File: config.mk
export PLATFORM = sky130hd
export DESIGN_NAME = key_usage_policy
export DESIGN_NICKNAME = d
export VERILOG_FILES = /design/src/key_policy_pkg.sv /design/src/first_set_finder.sv /design/src/key_usage_policy.sv
export SDC_FILE = /design/constraint.sdc
export NUM_CORES = 1
export LEC_CHECK = 0
export ABC_AREA = 1
export BUFFER_PORTS_ARGS = -buffer_cell sky130_fd_sc_hd__buf_2
export CAP_MARGIN = 0
export CORE_MARGIN = 5
export CORE_UTILIZATION = 65
export CTS_CLUSTER_DIAMETER = 200
export CTS_CLUSTER_SIZE = 30
export DETAILED_ROUTE_END_ITERATION = 6
export PLACE_DENSITY = 0.84
export SLEW_MARGIN = 20
export SYNTH_ARGS = -nofsm -noshare
export SYNTH_HDL_FRONTEND = slang
export SYNTH_HIERARCHICAL = 1
export SYNTH_SLANG_ARGS = --single-unit
File: constraint.sdc
create_clock -name i_sys_clk -period 15.2 [get_ports i_sys_clk]
set_input_delay 3.04 -clock i_sys_clk [delete_from_list [all_inputs] [get_ports i_sys_clk]]
set_output_delay 3.04 -clock i_sys_clk [all_outputs]
set_load 0.01 [all_outputs]
File: src/key_policy_pkg.sv
/*
  package for the key-use policy block: register offsets, field layouts,
  reset values, command codes and the packed carriers shared by the files.
  assumes a single 10 MHz clock domain and a plain register port.
*/
// Notes on behaviour
// - derive refused when used parent is limited and its bitmap is zero
// - derive target ignores its own limit enable and bitmap
// - successful derive sets target bitmap to FF; nothing else restores bits
// - derive allowed only when write policy bit 13 of slot is set
// - each use of a limited slot clears one bitmap bit until exhausted
// - slot 15 with limit enabled is governed by the last-key budget
// - key 15 use refused when every budget byte is zero
// - key 15 use clears first set bit from byte 68 bit 7 onward
// - budget bits are never restored; at most 128 uses of key 15
// - each key 15 use changes only one budget bit
// - plain read and write ignore limits and leave budget unchanged
// - response-compare copy does not check the limit enable
// - password copy works only with compare mode equal to 01
// - password copy needs target slot read-key pointer of zero
// - copy hash message: password slot first, then scratch key nonce
// - secondary mapping targets password slot with bit 0 set, else same slot
// - on match scratch key gets target key and flags 1,0,0,valid
// - selector at or above 8000 picks transport key, digest-generate only
// - below 8000 low four bits pick slot; full selector goes to hash
// - slots 0-7 with limit enabled clear highest set bitmap bit first
// - slots 8-14 have no bitmap limitation
package key_policy_pkg;

  // ----------------------------------------------------------------
  // sizes and constants
  // ----------------------------------------------------------------
  localparam int          NUM_LIMITED      = 8;
  localparam int          BUDGET_BYTES     = 16;
  localparam int          BUDGET_FIRST     = 68;
  localparam logic [3:0]  LAST_KEY_SLOT    = 4'hF;
  localparam logic [7:0]  BITMAP_FULL      = 8'hFF;
  localparam logic [7:0]  BITMAP_EMPTY     = 8'h00;
  localparam logic [7:0]  COPY_MODE        = 8'h01;
  localparam logic [15:0] TRANSPORT_BASE   = 16'h8000;
  localparam int          REFRESH_BIT      = 13;
  localparam int          PASSWORD_BYTES   = 32;

  // ----------------------------------------------------------------
  // register offsets (register port, word index)
  // ----------------------------------------------------------------
  localparam logic [7:0] REG_LIMIT_EN     = 8'h00; // slot limit enable, bit per slot
  localparam logic [7:0] REG_REFRESH_EN   = 8'h01; // write policy bit 13 per slot
  localparam logic [7:0] REG_READPTR_ZERO = 8'h02; // read key pointer zero per slot
  localparam logic [7:0] REG_STATUS       = 8'h03; // last result and scratch flags
  localparam logic [7:0] REG_BUDGET_LEFT  = 8'h04; // count of budget bits left
  localparam logic [7:0] REG_BITMAP_BASE  = 8'h10; // 8 words of use bitmaps
  localparam logic [7:0] REG_BUDGET_BASE  = 8'h20; // 16 words of budget bytes

  // ----------------------------------------------------------------
  // reset values
  // ----------------------------------------------------------------
  localparam logic [15:0] RST_LIMIT_EN   = 16'h0000;
  localparam logic [15:0] RST_REFRESH_EN = 16'h0000;
  localparam logic [15:0] RST_READPTR    = 16'h0000;
  localparam logic [7:0]  RST_BITMAP     = 8'hFF;
  localparam logic [7:0]  RST_BUDGET     = 8'hFF;

  // ----------------------------------------------------------------
  // commands and answers
  // ----------------------------------------------------------------
  typedef enum logic [2:0] {
    CMD_READ     = 3'h0,
    CMD_WRITE    = 3'h1,
    CMD_CRYPTO   = 3'h2,  // any key use: mac, hmac and the like
    CMD_DIGEST   = 3'h3,  // digest-generate
    CMD_REFRESH  = 3'h4,  // key refresh (derive)
    CMD_COMPARE  = 3'h5   // response compare
  } cmd_code_t;

  typedef enum logic [2:0] {
    RES_OK        = 3'h0,
    RES_EXHAUSTED = 3'h1,
    RES_NOT_ALLOW = 3'h2,
    RES_MISMATCH  = 3'h3,
    RES_BAD_SLOT  = 3'h4
  } result_t;

  // command request from the sequencer
  typedef struct packed {
    cmd_code_t  code;
    logic [15:0] slot_selector;
    logic [3:0]  parent_slot;     // refresh parent key slot
    logic        parent_used;     // parent used for auth or as source
    logic [7:0]  mode;            // compare mode byte
    logic        map_secondary;   // compare maps to password slot with bit 0 set
    logic        response_match;  // engine verdict for compare
  } cmd_req_t;

  // answer back to the sequencer
  typedef struct packed {
    logic        done;
    result_t     result;
    logic        use_transport;
    logic [3:0]  key_slot;
    logic [15:0] hash_selector;
    logic        copy_to_scratch;
    logic [3:0]  copy_slot;
    logic        hash_first_slot;  // message first half from password slot
  } cmd_ans_t;

  // scratch key flags
  typedef struct packed {
    logic source_is_fixed;
    logic produced_by_generator;
    logic verify_only_restriction;
    logic valid;
  } scratch_flags_t;

endpackage

File: src/first_set_finder.sv
/*
  leaf: finds the first set bit of a vector scanning from msb of byte 0
  downward, byte by byte. bytes are packed byte 0 in the top lane.
  assumes a purely combinational context.
*/
`timescale 1ns/1ps
module first_set_finder #(
  parameter int WIDTH = 128
) (
  // vector in
  input  wire logic [WIDTH-1:0]         i_vec,
  // result
  output logic                          o_any,
  output logic [WIDTH-1:0]              o_clear_mask
);

  // ----------------------------------------------------------------
  // priority scan from the top bit
  // ----------------------------------------------------------------
  logic [WIDTH:0] seen;

  assign seen[WIDTH] = 1'b0;

  // one-hot mask of the highest set bit
  genvar g;
  generate
    for (g = 0; g < WIDTH; g++) begin : g_scan
      assign seen[g]         = seen[g+1] | i_vec[g];
      assign o_clear_mask[g] = i_vec[g] & ~seen[g+1];
    end
  endgenerate

  assign o_any = seen[0];

endmodule // first_set_finder

File: src/key_usage_policy.sv
/*
  key-use policy: decides whether a stored key may be used, consumes use
  bitmap and last-key budget bits, handles refresh of bitmaps and the
  password copy of the response-compare command.
  assumes the command sequencer gives one-cycle requests on i_sys_clk and
  the register port is a one-cycle strobe master with read data next cycle.
*/
// Our own choices: strobed register access and the address map.
`timescale 1ns/1ps
module key_usage_policy (
  // clock and reset
  input  wire logic                          i_sys_clk,
  input  wire logic                          i_rst,
  // register port
  input  wire logic [7:0]                    i_reg_addr,
  input  wire logic [31:0]                   i_reg_wdata,
  input  wire logic                          i_reg_wr,
  input  wire logic                          i_reg_rd,
  output logic [31:0]                        o_reg_rdata,
  // command request
  input  wire logic                          i_cmd_valid,
  input  wire key_policy_pkg::cmd_req_t      i_cmd,
  // command answer
  output key_policy_pkg::cmd_ans_t           o_ans,
  // scratch key
  output key_policy_pkg::scratch_flags_t     o_scratch_flags
);

  import key_policy_pkg::*;

  // ----------------------------------------------------------------
  // state
  // ----------------------------------------------------------------
  logic [15:0]                 limit_en;
  logic [15:0]                 refresh_en;
  logic [15:0]                 readptr_zero;
  logic [7:0]                  use_count_bitmap [NUM_LIMITED];
  logic [8*BUDGET_BYTES-1:0]   last_key_budget;   // byte 68 in bits [127:120]
  scratch_flags_t              scratch;
  result_t                     last_result;
  cmd_ans_t                    ans;

  // ----------------------------------------------------------------
  // selector decoding
  // ----------------------------------------------------------------
  wire logic        is_transport = i_cmd.slot_selector >= TRANSPORT_BASE;
  wire logic [3:0]  sel_slot     = i_cmd.slot_selector[3:0];
  wire logic        sel_limited  = (sel_slot < 4'(NUM_LIMITED)) && limit_en[sel_slot];
  wire logic        sel_last_key = (sel_slot == LAST_KEY_SLOT) && limit_en[LAST_KEY_SLOT];
  wire logic [2:0]  sel_idx      = sel_slot[2:0];
  wire logic [7:0]  sel_bitmap   = use_count_bitmap[sel_idx];

  // parent of refresh
  wire logic [2:0]  par_idx      = i_cmd.parent_slot[2:0];
  wire logic        par_limited  = (i_cmd.parent_slot < 4'(NUM_LIMITED)) && limit_en[i_cmd.parent_slot];
  wire logic        par_empty    = par_limited && (use_count_bitmap[par_idx] == BITMAP_EMPTY);
  wire logic        par_lastkey  = (i_cmd.parent_slot == LAST_KEY_SLOT) && limit_en[LAST_KEY_SLOT];

  // compare copy target
  wire logic [3:0]  copy_slot    = i_cmd.map_secondary ? (sel_slot | 4'h1) : sel_slot;

  // ----------------------------------------------------------------
  // bit finders for bitmap and budget
  // ----------------------------------------------------------------
  logic                       bm_any;
  logic [7:0]                 bm_mask;
  logic                       bud_any;
  logic [8*BUDGET_BYTES-1:0]  bud_mask;

  first_set_finder #(.WIDTH(8)) u_bitmap_scan (
    .i_vec        (sel_bitmap),
    .o_any        (bm_any),
    .o_clear_mask (bm_mask)
  );

  first_set_finder #(.WIDTH(8*BUDGET_BYTES)) u_budget_scan (
    .i_vec        (last_key_budget),
    .o_any        (bud_any),
    .o_clear_mask (bud_mask)
  );

  // ----------------------------------------------------------------
  // decision logic
  // ----------------------------------------------------------------
  wire logic is_crypto   = (i_cmd.code == CMD_CRYPTO) || (i_cmd.code == CMD_DIGEST);
  wire logic is_refresh  = i_cmd.code == CMD_REFRESH;
  wire logic is_compare  = i_cmd.code == CMD_COMPARE;
  wire logic is_plain    = (i_cmd.code == CMD_READ) || (i_cmd.code == CMD_WRITE);

  // transport keys only for digest-generate
  wire logic transport_bad = is_transport && (i_cmd.code != CMD_DIGEST);
  // key use checks on the selected slot
  wire logic key_use       = is_crypto && !is_plain && !is_transport;
  wire logic bm_exhausted  = sel_limited && !bm_any;
  wire logic bud_exhausted = sel_last_key && !bud_any;
  // refresh checks: target limit ignored, parent honoured
  wire logic refresh_bad   = !refresh_en[sel_slot];
  wire logic parent_bad    = i_cmd.parent_used && (par_empty || (par_lastkey && !bud_any));
  // compare copy checks; limit enable not consulted
  wire logic copy_mode     = i_cmd.mode == COPY_MODE;
  wire logic copy_allowed  = copy_mode && readptr_zero[copy_slot];

  // result selection
  result_t next_result;
  always_comb begin
    next_result = RES_OK;
    if (transport_bad) begin
      next_result = RES_BAD_SLOT;
    end else if (key_use && (bm_exhausted || bud_exhausted)) begin
      next_result = RES_EXHAUSTED;
    end else if (is_refresh && refresh_bad) begin
      next_result = RES_NOT_ALLOW;
    end else if (is_refresh && parent_bad) begin
      next_result = RES_EXHAUSTED;
    end else if (is_compare && !i_cmd.response_match) begin
      next_result = RES_MISMATCH;
    end else begin
      next_result = RES_OK;
    end
  end

  wire logic cmd_ok       = i_cmd_valid && (next_result == RES_OK);
  wire logic consume_bm   = cmd_ok && key_use && sel_limited;
  wire logic consume_bud  = cmd_ok && key_use && sel_last_key;
  wire logic par_use_bm   = cmd_ok && is_refresh && i_cmd.parent_used && par_limited;
  wire logic refresh_tgt  = cmd_ok && is_refresh && (sel_slot < 4'(NUM_LIMITED));
  wire logic do_copy      = cmd_ok && is_compare && copy_allowed;

  // one-hot masks for the parent bitmap use
  logic [7:0] par_bitmap;
  logic [7:0] par_mask;
  assign par_bitmap = use_count_bitmap[par_idx];

  // highest set bit of the parent bitmap
  always_comb begin
    par_mask = 8'h00;
    for (int b = 7; b >= 0; b--) begin
      if (par_bitmap[b] && (par_mask == 8'h00)) begin
        par_mask[b] = 1'b1;
      end
    end
  end

  // ----------------------------------------------------------------
  // register port decode
  // ----------------------------------------------------------------
  wire logic        wr_limit   = i_reg_wr && (i_reg_addr == REG_LIMIT_EN);
  wire logic        wr_refresh = i_reg_wr && (i_reg_addr == REG_REFRESH_EN);
  wire logic        wr_readptr = i_reg_wr && (i_reg_addr == REG_READPTR_ZERO);
  wire logic        in_bitmap  = i_reg_addr[7:3] == REG_BITMAP_BASE[7:3];
  wire logic        in_budget  = i_reg_addr[7:4] == REG_BUDGET_BASE[7:4];
  wire logic [2:0]  reg_bm_idx = i_reg_addr[2:0];
  wire logic [3:0]  reg_bud_idx = i_reg_addr[3:0];

  // budget count of set bits
  logic [7:0] budget_left;
  always_comb begin
    budget_left = 8'h00;
    for (int b = 0; b < 8*BUDGET_BYTES; b++) begin
      budget_left = budget_left + 8'(last_key_budget[b]);
    end
  end

  // read mux
  logic [31:0] next_rdata;
  always_comb begin
    next_rdata = 32'h0000_0000;
    if (i_reg_addr == REG_LIMIT_EN) begin
      next_rdata = {16'h0000, limit_en};
    end else if (i_reg_addr == REG_REFRESH_EN) begin
      next_rdata = {16'h0000, refresh_en};
    end else if (i_reg_addr == REG_READPTR_ZERO) begin
      next_rdata = {16'h0000, readptr_zero};
    end else if (i_reg_addr == REG_STATUS) begin
      next_rdata = {25'h0000000, last_result, scratch};
    end else if (i_reg_addr == REG_BUDGET_LEFT) begin
      next_rdata = {24'h000000, budget_left};
    end else if (in_bitmap) begin
      next_rdata = {24'h000000, use_count_bitmap[reg_bm_idx]};
    end else if (in_budget) begin
      next_rdata = {24'h000000, last_key_budget[8*(BUDGET_BYTES-1-reg_bud_idx) +: 8]};
    end else begin
      next_rdata = 32'h0000_0000;
    end
  end

  // ----------------------------------------------------------------
  // configuration registers
  // ----------------------------------------------------------------
  always_ff @(posedge i_sys_clk or posedge i_rst) begin
    if (i_rst) begin
      limit_en     <= RST_LIMIT_EN;
      refresh_en   <= RST_REFRESH_EN;
      readptr_zero <= RST_READPTR;
      o_reg_rdata  <= 32'h0000_0000;
    end else begin
      if (wr_limit)   limit_en     <= i_reg_wdata[15:0];
      if (wr_refresh) refresh_en   <= i_reg_wdata[15:0];
      if (wr_readptr) readptr_zero <= i_reg_wdata[15:0];
      o_reg_rdata <= i_reg_rd ? next_rdata : 32'h0000_0000;
    end
  end

  // ----------------------------------------------------------------
  // use bitmaps, one per limited slot
  // ----------------------------------------------------------------
  genvar s;
  generate
    for (s = 0; s < NUM_LIMITED; s++) begin : g_bitmap
      wire logic hit_sel = sel_idx == 3'(s);
      wire logic hit_par = par_idx == 3'(s);
      always_ff @(posedge i_sys_clk or posedge i_rst) begin
        if (i_rst) begin
          use_count_bitmap[s] <= RST_BITMAP;
        end else if (refresh_tgt && hit_sel) begin
          use_count_bitmap[s] <= BITMAP_FULL;
        end else if (consume_bm && hit_sel) begin
          use_count_bitmap[s] <= use_count_bitmap[s] & ~bm_mask;
        end else if (par_use_bm && hit_par) begin
          use_count_bitmap[s] <= use_count_bitmap[s] & ~par_mask;
        end else if (i_reg_wr && in_bitmap && (reg_bm_idx == 3'(s))) begin
          use_count_bitmap[s] <= use_count_bitmap[s] & i_reg_wdata[7:0];
        end
      end
    end
  endgenerate

  // ----------------------------------------------------------------
  // last-key budget: bits only ever cleared
  // ----------------------------------------------------------------
  wire logic bud_par_use = cmd_ok && is_refresh && i_cmd.parent_used && par_lastkey;

  always_ff @(posedge i_sys_clk or posedge i_rst) begin
    if (i_rst) begin
      last_key_budget <= {BUDGET_BYTES{RST_BUDGET}};
    end else if (consume_bud || bud_par_use) begin
      last_key_budget <= last_key_budget & ~bud_mask;
    end else if (i_reg_wr && in_budget) begin
      // personalization can lower but never raise budget bits
      last_key_budget[8*(BUDGET_BYTES-1-reg_bud_idx) +: 8] <=
        last_key_budget[8*(BUDGET_BYTES-1-reg_bud_idx) +: 8] & i_reg_wdata[7:0];
    end
  end

  // ----------------------------------------------------------------
  // scratch key flags and answer
  // ----------------------------------------------------------------
  always_ff @(posedge i_sys_clk or posedge i_rst) begin
    if (i_rst) begin
      scratch     <= '0;
      last_result <= RES_OK;
    end else begin
      if (do_copy) begin
        scratch <= '{source_is_fixed: 1'b1, produced_by_generator: 1'b0,
                     verify_only_restriction: 1'b0, valid: 1'b1};
      end
      if (i_cmd_valid) last_result <= next_result;
    end
  end

  // answer register, one cycle after the request
  always_ff @(posedge i_sys_clk or posedge i_rst) begin
    if (i_rst) begin
      ans <= '0;
    end else begin
      ans.done            <= i_cmd_valid;
      ans.result          <= i_cmd_valid ? next_result : RES_OK;
      ans.use_transport   <= i_cmd_valid && is_transport && !transport_bad;
      ans.key_slot        <= sel_slot;
      ans.hash_selector   <= i_cmd.slot_selector;
      ans.copy_to_scratch <= do_copy;
      ans.copy_slot       <= copy_slot;
      ans.hash_first_slot <= i_cmd_valid && is_compare && copy_mode;
    end
  end

  // answer and scratch flags out
  assign o_ans           = ans;
  assign o_scratch_flags = scratch;

endmodule // key_usage_policy

=== Word-level counts from Yosys, hierarchy flattened ===
Cells that the tools add are included.

* Flip-flop bits (word level): 307
* Input bits: 79
* Output and inout bits: 67
* Logic and storage cells: 820

* Add/sub/neg operators: 129
* Magnitude comparators: 9
* Equal/unequal tests: 36
* Shifts and indexed selects: 3
* Muxes and demuxes: 75
* Bitwise operators: 435
* Reduce and logical (&&, ||, !) cells: 110

{| class="wikitable"
|+ Operators with widths
! cell !! count
|-
| $add A8 B1 Y8 || 120
|-
| $mux W8 || 42
|-
| $mux W128 || 2
|-
| $and A8 B8 Y8 || 25
|-
| $not A1 Y1 || 135
|-
| $and A1 B1 Y1 || 134
|-
| $or A1 B1 Y1 || 134
|-
| $and A128 B128 Y128 || 1
|-
| $bwmux W128 || 1
|-
| $not A128 Y128 || 1
|-
| $shift A8 B34 Y128 const A || 1
|-
| $shiftx A128 B33 Y8 || 1
|-
| $shiftx A8 B34 Y128 || 1
|-
| $logic_and A1 B1 Y1 || 76
|-
| $bmux W8 S3 || 3
|-
| $mux W16 || 3
|-
| $eq A3 B3 Y1 const B || 14
|-
| $neg A32 Y34 || 1
|-
| $mux W32 || 1
|-
| $reduce_bool A4 Y1 || 8
|-
| $eq A3 B2 Y1 const B || 8
|-
| $logic_not A3 Y1 || 6
|-
| $bmux W1 S4 || 4
|-
| $eq A8 B1 Y1 const B || 2
|-
| other kinds (33) || 73
|}

=== Longest topological paths before layout ===
* Depth after elaboration: 145
* Mapped depth: 81
* Mapped depth without buffers: 80

=== By module ===
The synthesis kept the hierarchy.

{| class="wikitable"
|+ By module, submodules not included
! module !! instances !! cells each !! area an instance (um2) !! seq. area each (um2)
|-
| key_usage_policy || 1 || 3267 || 22273.9 || 7347.0
|-
| first_set_finder (u_budget_scan) || 1 || 408 || 1935.6 || 0.0
|-
| first_set_finder (u_bitmap_scan) || 1 || 21 || 112.6 || 0.0
|}

=== Least setup slack after synthesis ===
Ideal clock, no wire load.

* Path type: reg2reg
* From: register last_key_budget[126]
* To: register last_key_budget[0]
* Setup time: 0.064 ns
* Arrival: 8.478 ns
* Setup slack: 6.659 ns
* Stages on the path, launching flop included: 80
* Path through: dfstp_2 nor2_2 nand4_2 nor2_2 nand4_2 nor2_2 nand4_2 nor2_2 nand4_2 nor2_2 nand4_2 nor2_2 nand4_2 nor2_2 nand4_2 nor2_2 nand4_2 nor2_2 (+44 left out) nand3_2 nor2_2 nand4_1 inv_1 nand4_1 nand2_1 nand2_1 nand2_1 nand2_1 nand4_4 nor2_2 nand4_1 nand2_1 inv_2 buf_2 buf_2 nand4_1 nand2_1

* Cells in the longest elaborated chain, start to end: 143
* Elaborated cells on any way between the ends: 158
* Those cells by class: shift (2); mux (7); bitwise (132); reduce/logical (17)

{| class="wikitable"
|+ RTL lines
! element !! RTL line !! text
|-
| start: declaration || key_usage_policy.sv:38 || <nowiki>logic [8*BUDGET_BYTES-1:0] last_key_budget;</nowiki>
|-
| start signal: assignment || key_usage_policy.sv:235 || <nowiki>last_key_budget <= {BUDGET_BYTES{RST_BUDGET}};</nowiki>
|-
| start signal: assignment || key_usage_policy.sv:237 || <nowiki>last_key_budget <= last_key_budget & ~bud_mask;</nowiki>
|-
| start signal: indexed assignment || key_usage_policy.sv:240 || <nowiki>last_key_budget[8*(BUDGET_BYTES-1-reg_bud_idx) +: 8] <=</nowiki>
|-
| $or A1 B1 Y1 (*) (127 in series) || first_set_finder.sv:28 || <nowiki>assign seen[g] = seen[g+1] | i_vec[g];</nowiki>
|-
| named net bud_any || key_usage_policy.sv:67 || <nowiki>logic bud_any;</nowiki>
|-
| $logic_not A1 Y1 (*) || key_usage_policy.sv:95, key_usage_policy.sv:98 ||
|-
| $logic_and A1 B1 Y1 || key_usage_policy.sv:98 || <nowiki>wire logic parent_bad = i_cmd.parent_used && (par_empty || (par_lastkey && !bud_any));</nowiki>
|-
| $logic_or A1 B1 Y1 || key_usage_policy.sv:98 ||
|-
| $logic_and A1 B1 Y1 || key_usage_policy.sv:98 ||
|-
| $logic_and A1 B1 Y1 || key_usage_policy.sv:113 || <nowiki>end else if (is_refresh && parent_bad) begin</nowiki>
|-
| $mux W2 || key_usage_policy.sv:113 ||
|-
| $mux W2 || key_usage_policy.sv:111 || <nowiki>end else if (is_refresh && refresh_bad) begin</nowiki>
|-
| $mux W2 (*) || key_usage_policy.sv:109 || <nowiki>end else if (key_use && (bm_exhausted || bud_exhausted)) begin</nowiki>
|-
| $mux W3 (*) || key_usage_policy.sv:107 || <nowiki>if (transport_bad) begin</nowiki>
|-
| $logic_not A3 Y1 (*) || key_usage_policy.sv:122 || <nowiki>wire logic cmd_ok = i_cmd_valid && (next_result == RES_OK);</nowiki>
|-
| $logic_and A1 B1 Y1 (*) || key_usage_policy.sv:122 ||
|-
| $logic_and A1 B1 Y1 (3 in series) || key_usage_policy.sv:231 || <nowiki>wire logic bud_par_use = cmd_ok && is_refresh && i_cmd.parent_used && par_lastkey;</nowiki>
|-
| $logic_or A1 B1 Y1 (*) || key_usage_policy.sv:236 || <nowiki>end else if (consume_bud || bud_par_use) begin</nowiki>
|-
| $mux W128 / $reduce_bool A2 Y1 (equally long branches) || - ||
|}

Mark *: on every way through the listed nets, which the timed path passes. The rest lies on a longest branch. The select of a mux whose other input is x is not followed.
A chain may end at the register's enable or synchronous reset.

=== Worst setup path in the final report ===
* From: register last_key_budget[126]
* To: register last_key_budget[46]

Same word-level chain as after synthesis.

==> impl_results.md <==
* Status: completed
* FMAX at 81.2 MHz
* WP data required at 15.68 ns
* Die ar. at 41400 um2
* Crit path top cell by count: nor2_2
* Final min period at 12.32 ns
* Number of global-route vias before repair at 22677
* Global route total overflow at 0
* Port-buffer cells at 111
* Initial antenna violation count at 2
* Die Width at 203 um
* Unrepaired setup endpoints after global routing: false
* Boundary Pins at 146
* Final HPWL DP at 60.7 mm
* DR pass1 iterations at 7
* Sum Neg Setup Slack at 0 ns
* Top Family by Delay on Critical Path: simple AND/OR/NAND/NOR gates
* Final setup viols at 0
* Crit path largest cell delay at 0.76 ns
* Worst EP arrival at 12.80 ns
* WS Path Type: flip-flop to flip-flop
* Crit-path max FO at 74
* Asr flop ratio synth at 100%
* Die Span Y at 203 um
* Warnings from Yosys at 6
* Gpl congestion at 1.11
* CTS Sinks at 284
* CTS HTree Levels at 1
* Count leader, synth: nand2_1
* Yosys reg bits at 284
* Fin nets at 3921
* Synth Flop Type: dfstp_2
* Worst-Margin Slew at 1.29 ns
* Yosys cell types at 49
* Crit path buf inv count at 5
* Nature of the critical path endpoint: flip-flop
* DRT antenna net count at 0
* Post-synth EDFFs at 0
* Avg Vias per Cell at 5.88
* Most frequent cells after synthesis: nand2_1 (1119), inv_1 (695), nand3_1 (329)
* CP max-delay cell: inv_4
* Worst-path clk slew at 0.12 ns
* Drt initial violations at 3772
* First-pass GRT wire length at 127 mm
* Core Rows at 70
* Clock Path Buffers at 3
* Initial core utilization at 66.1%
* Max IR drop VDD at 0.122 mV
* Pre-CTS setup slack at 3.10 ns
* Hold crit path type: flip-flop to flip-flop
* Non-Filler Instances at 4169
* Final Hold Fails at 0
* Synthesized area at 24300 um2
* CTS root buffer: clkbuf_16
* Resized cells post-CTS at 0
* Drt drc at 0
* Skew final at 0.0461 ns
* Max-slew violation total from the final report at 0
* WL/cell at 19.8 um
* Post-route core utilization at 68.7%
* Power Density at 71.2 nW/um2
* Post-Syn Instances at 3696
* Top cells by area, synth: dfstp_2 (21%), nand2_1 (17%), inv_1 (11%), dfrtp_1 (9.5%), fa_1 (9.5%)
* Type of origin of the critical path: flip-flop
* Post-Route WL at 82.7 mm
* Max-cap violations at 0
* Design Power at 1.80 mW
* Largest net degree at the start of global routing at 176
* Post-Place Cells at 4148
* Max_slew headroom at 13.2%
* Latest clock arrival within the worst-skew pair at 0.56 ns
* Leakage power at 12.1 nW
* Post-CTS setup buffer count at 0
* Share of post-route cells with drive strength above 1 at 11.8%
* Total number of vias at 24532
* Post-synthesis sequential area ratio at 30.2%
* TritonCTS clock tree: done
* Area leader, netlist: dfstp_2
* Final worst setup slack at 2.88 ns
* Synth top area share at 20.7%
* Core area at 36800 um2
* Synth Area per Inst at 6.58 um2
* GRT Total Usage at 39.2%
* CTS buffer count at 13
* Final period utilization at 81.0%
* Area grow syn2layout at 3.90%
* Hold_buf cts at 0
[flip-flops by register name, summed over array words and instances, names as in the netlist]
name and flops:
last_result 3, refresh_en 16, o_ans 24, last_key_budget 128, readptr_zero 16, limit_en 16
o_scratch_flags 1, use_count_bitmap 64, o_reg_rdata 16
[stage by stage]
step | area, um2 | hold WS (ns)
5_1_grt | 25300 | 0.488
3_5_place_dp | 24900 | 0.457
2_1_floorplan | 24400 | 0.442
3_3_place_gp | 24900 | 0.450
4_1_cts | 25300 | 0.473
6_report | 25300 | 0.478
[path summary, 6_finish.rpt]
path | slack (ns) | start | end | depth (start not counted)
max in group asynchronous | 11.14 | i_rst | limit_en[0] | 3
min in group asynchronous | 2.60 | i_rst | o_ans[11] | 2
worst min-delay path | 0.48 | use_count_bitmap[29] | use_count_bitmap[29] | 2
worst max-delay path | 2.88 | last_key_budget[126] | last_key_budget[46] | 81
worst min register to register | 0.48 | use_count_bitmap[29] | use_count_bitmap[29] | 2
worst max register to register | 2.88 | last_key_budget[126] | last_key_budget[46] | 81
[worst min-delay path, stage by stage (launching register included)]
cell,delay (ns)
dfstp_2,0.39
nand2_1,0.05
nand2_1,0.05
[cells by family (layout without fill, tap and decap cells)]
| group | count (synthesis) | count (layout) | share of synthesized area [%] |
|---|---|---|---|
| adders and majority gates | 147 | 147 | 11.1 |
| DFF | 284 | 284 | 30.2 |
| xor gates and xnor gates | 4 | 4 | 0.144 |
| buffers and inverters | 869 | 856 | 14.3 |
| and+or+nand+nor | 1945 | 1945 | 34.2 |
| AOI/OAI and AO/OA | 446 | 446 | 10.1 |
| other | 1 | 19 | 0.0154 |
[cell usage in the layout, fill, tap and decap left out, types with 7 or more instances in the layout]
cell type,Yosys,final
o22ai_1,7,7
o21ai_0,227,227
a221oi_1,9,9
nor3_1,52,50
conb_1,1,18
buf_4,33,18
nor2_2,40,42
nand4_2,30,30
nand3_1,329,329
o21ai_1,20,20
nand2_1,1119,1118
fa_1,115,115
buf_2,36,110
dfrtp_1,92,92
a22oi_1,9,9
nand4_1,27,27
dfstp_2,192,192
nand2_2,10,10
o211ai_1,21,21
nor2_1,323,321
o2111ai_1,8,8
clkbuf_16,0,13
inv_1,695,694
a21oi_1,118,118
ha_1,32,32
[layer usage]
layer / track usage, % / wire length (um) / vias up / share of wire (%)
met5: 0.476 / 11 / - / 0.013
met4: 25.9 / 7450 / 2 / 9.0
met3: 8.08 / 10100 / 436 / 12
met2: 61.1 / 36000 / 1684 / 44
met1: 49.7 / 29100 / 11056 / 35
li1: - / - / 11354 / -
[power breakdown]
part	internal [mW]	leakage (nW)	switching, mW
Clock	0.166	0.178	0.268
Combinational	0.161	8.70	0.364
Sequential	0.804	3.21	0.0364
Total	1.13	12.1	0.669
[cell type report]
class                           instances  area (um2)
Sequential cell                       284        7350
Fill cell                            3343       11500
Clock buffer                           18         344
Antenna cell                            1        2.50
Inverter                              707        2660
Clock inverter                          2        25.0
Tap cell                              468         586
Timing Repair Buffer                  129         706
Multi-Input combinational cell       2560       13600
Note: power is estimated with default switching activity, not from simulation.
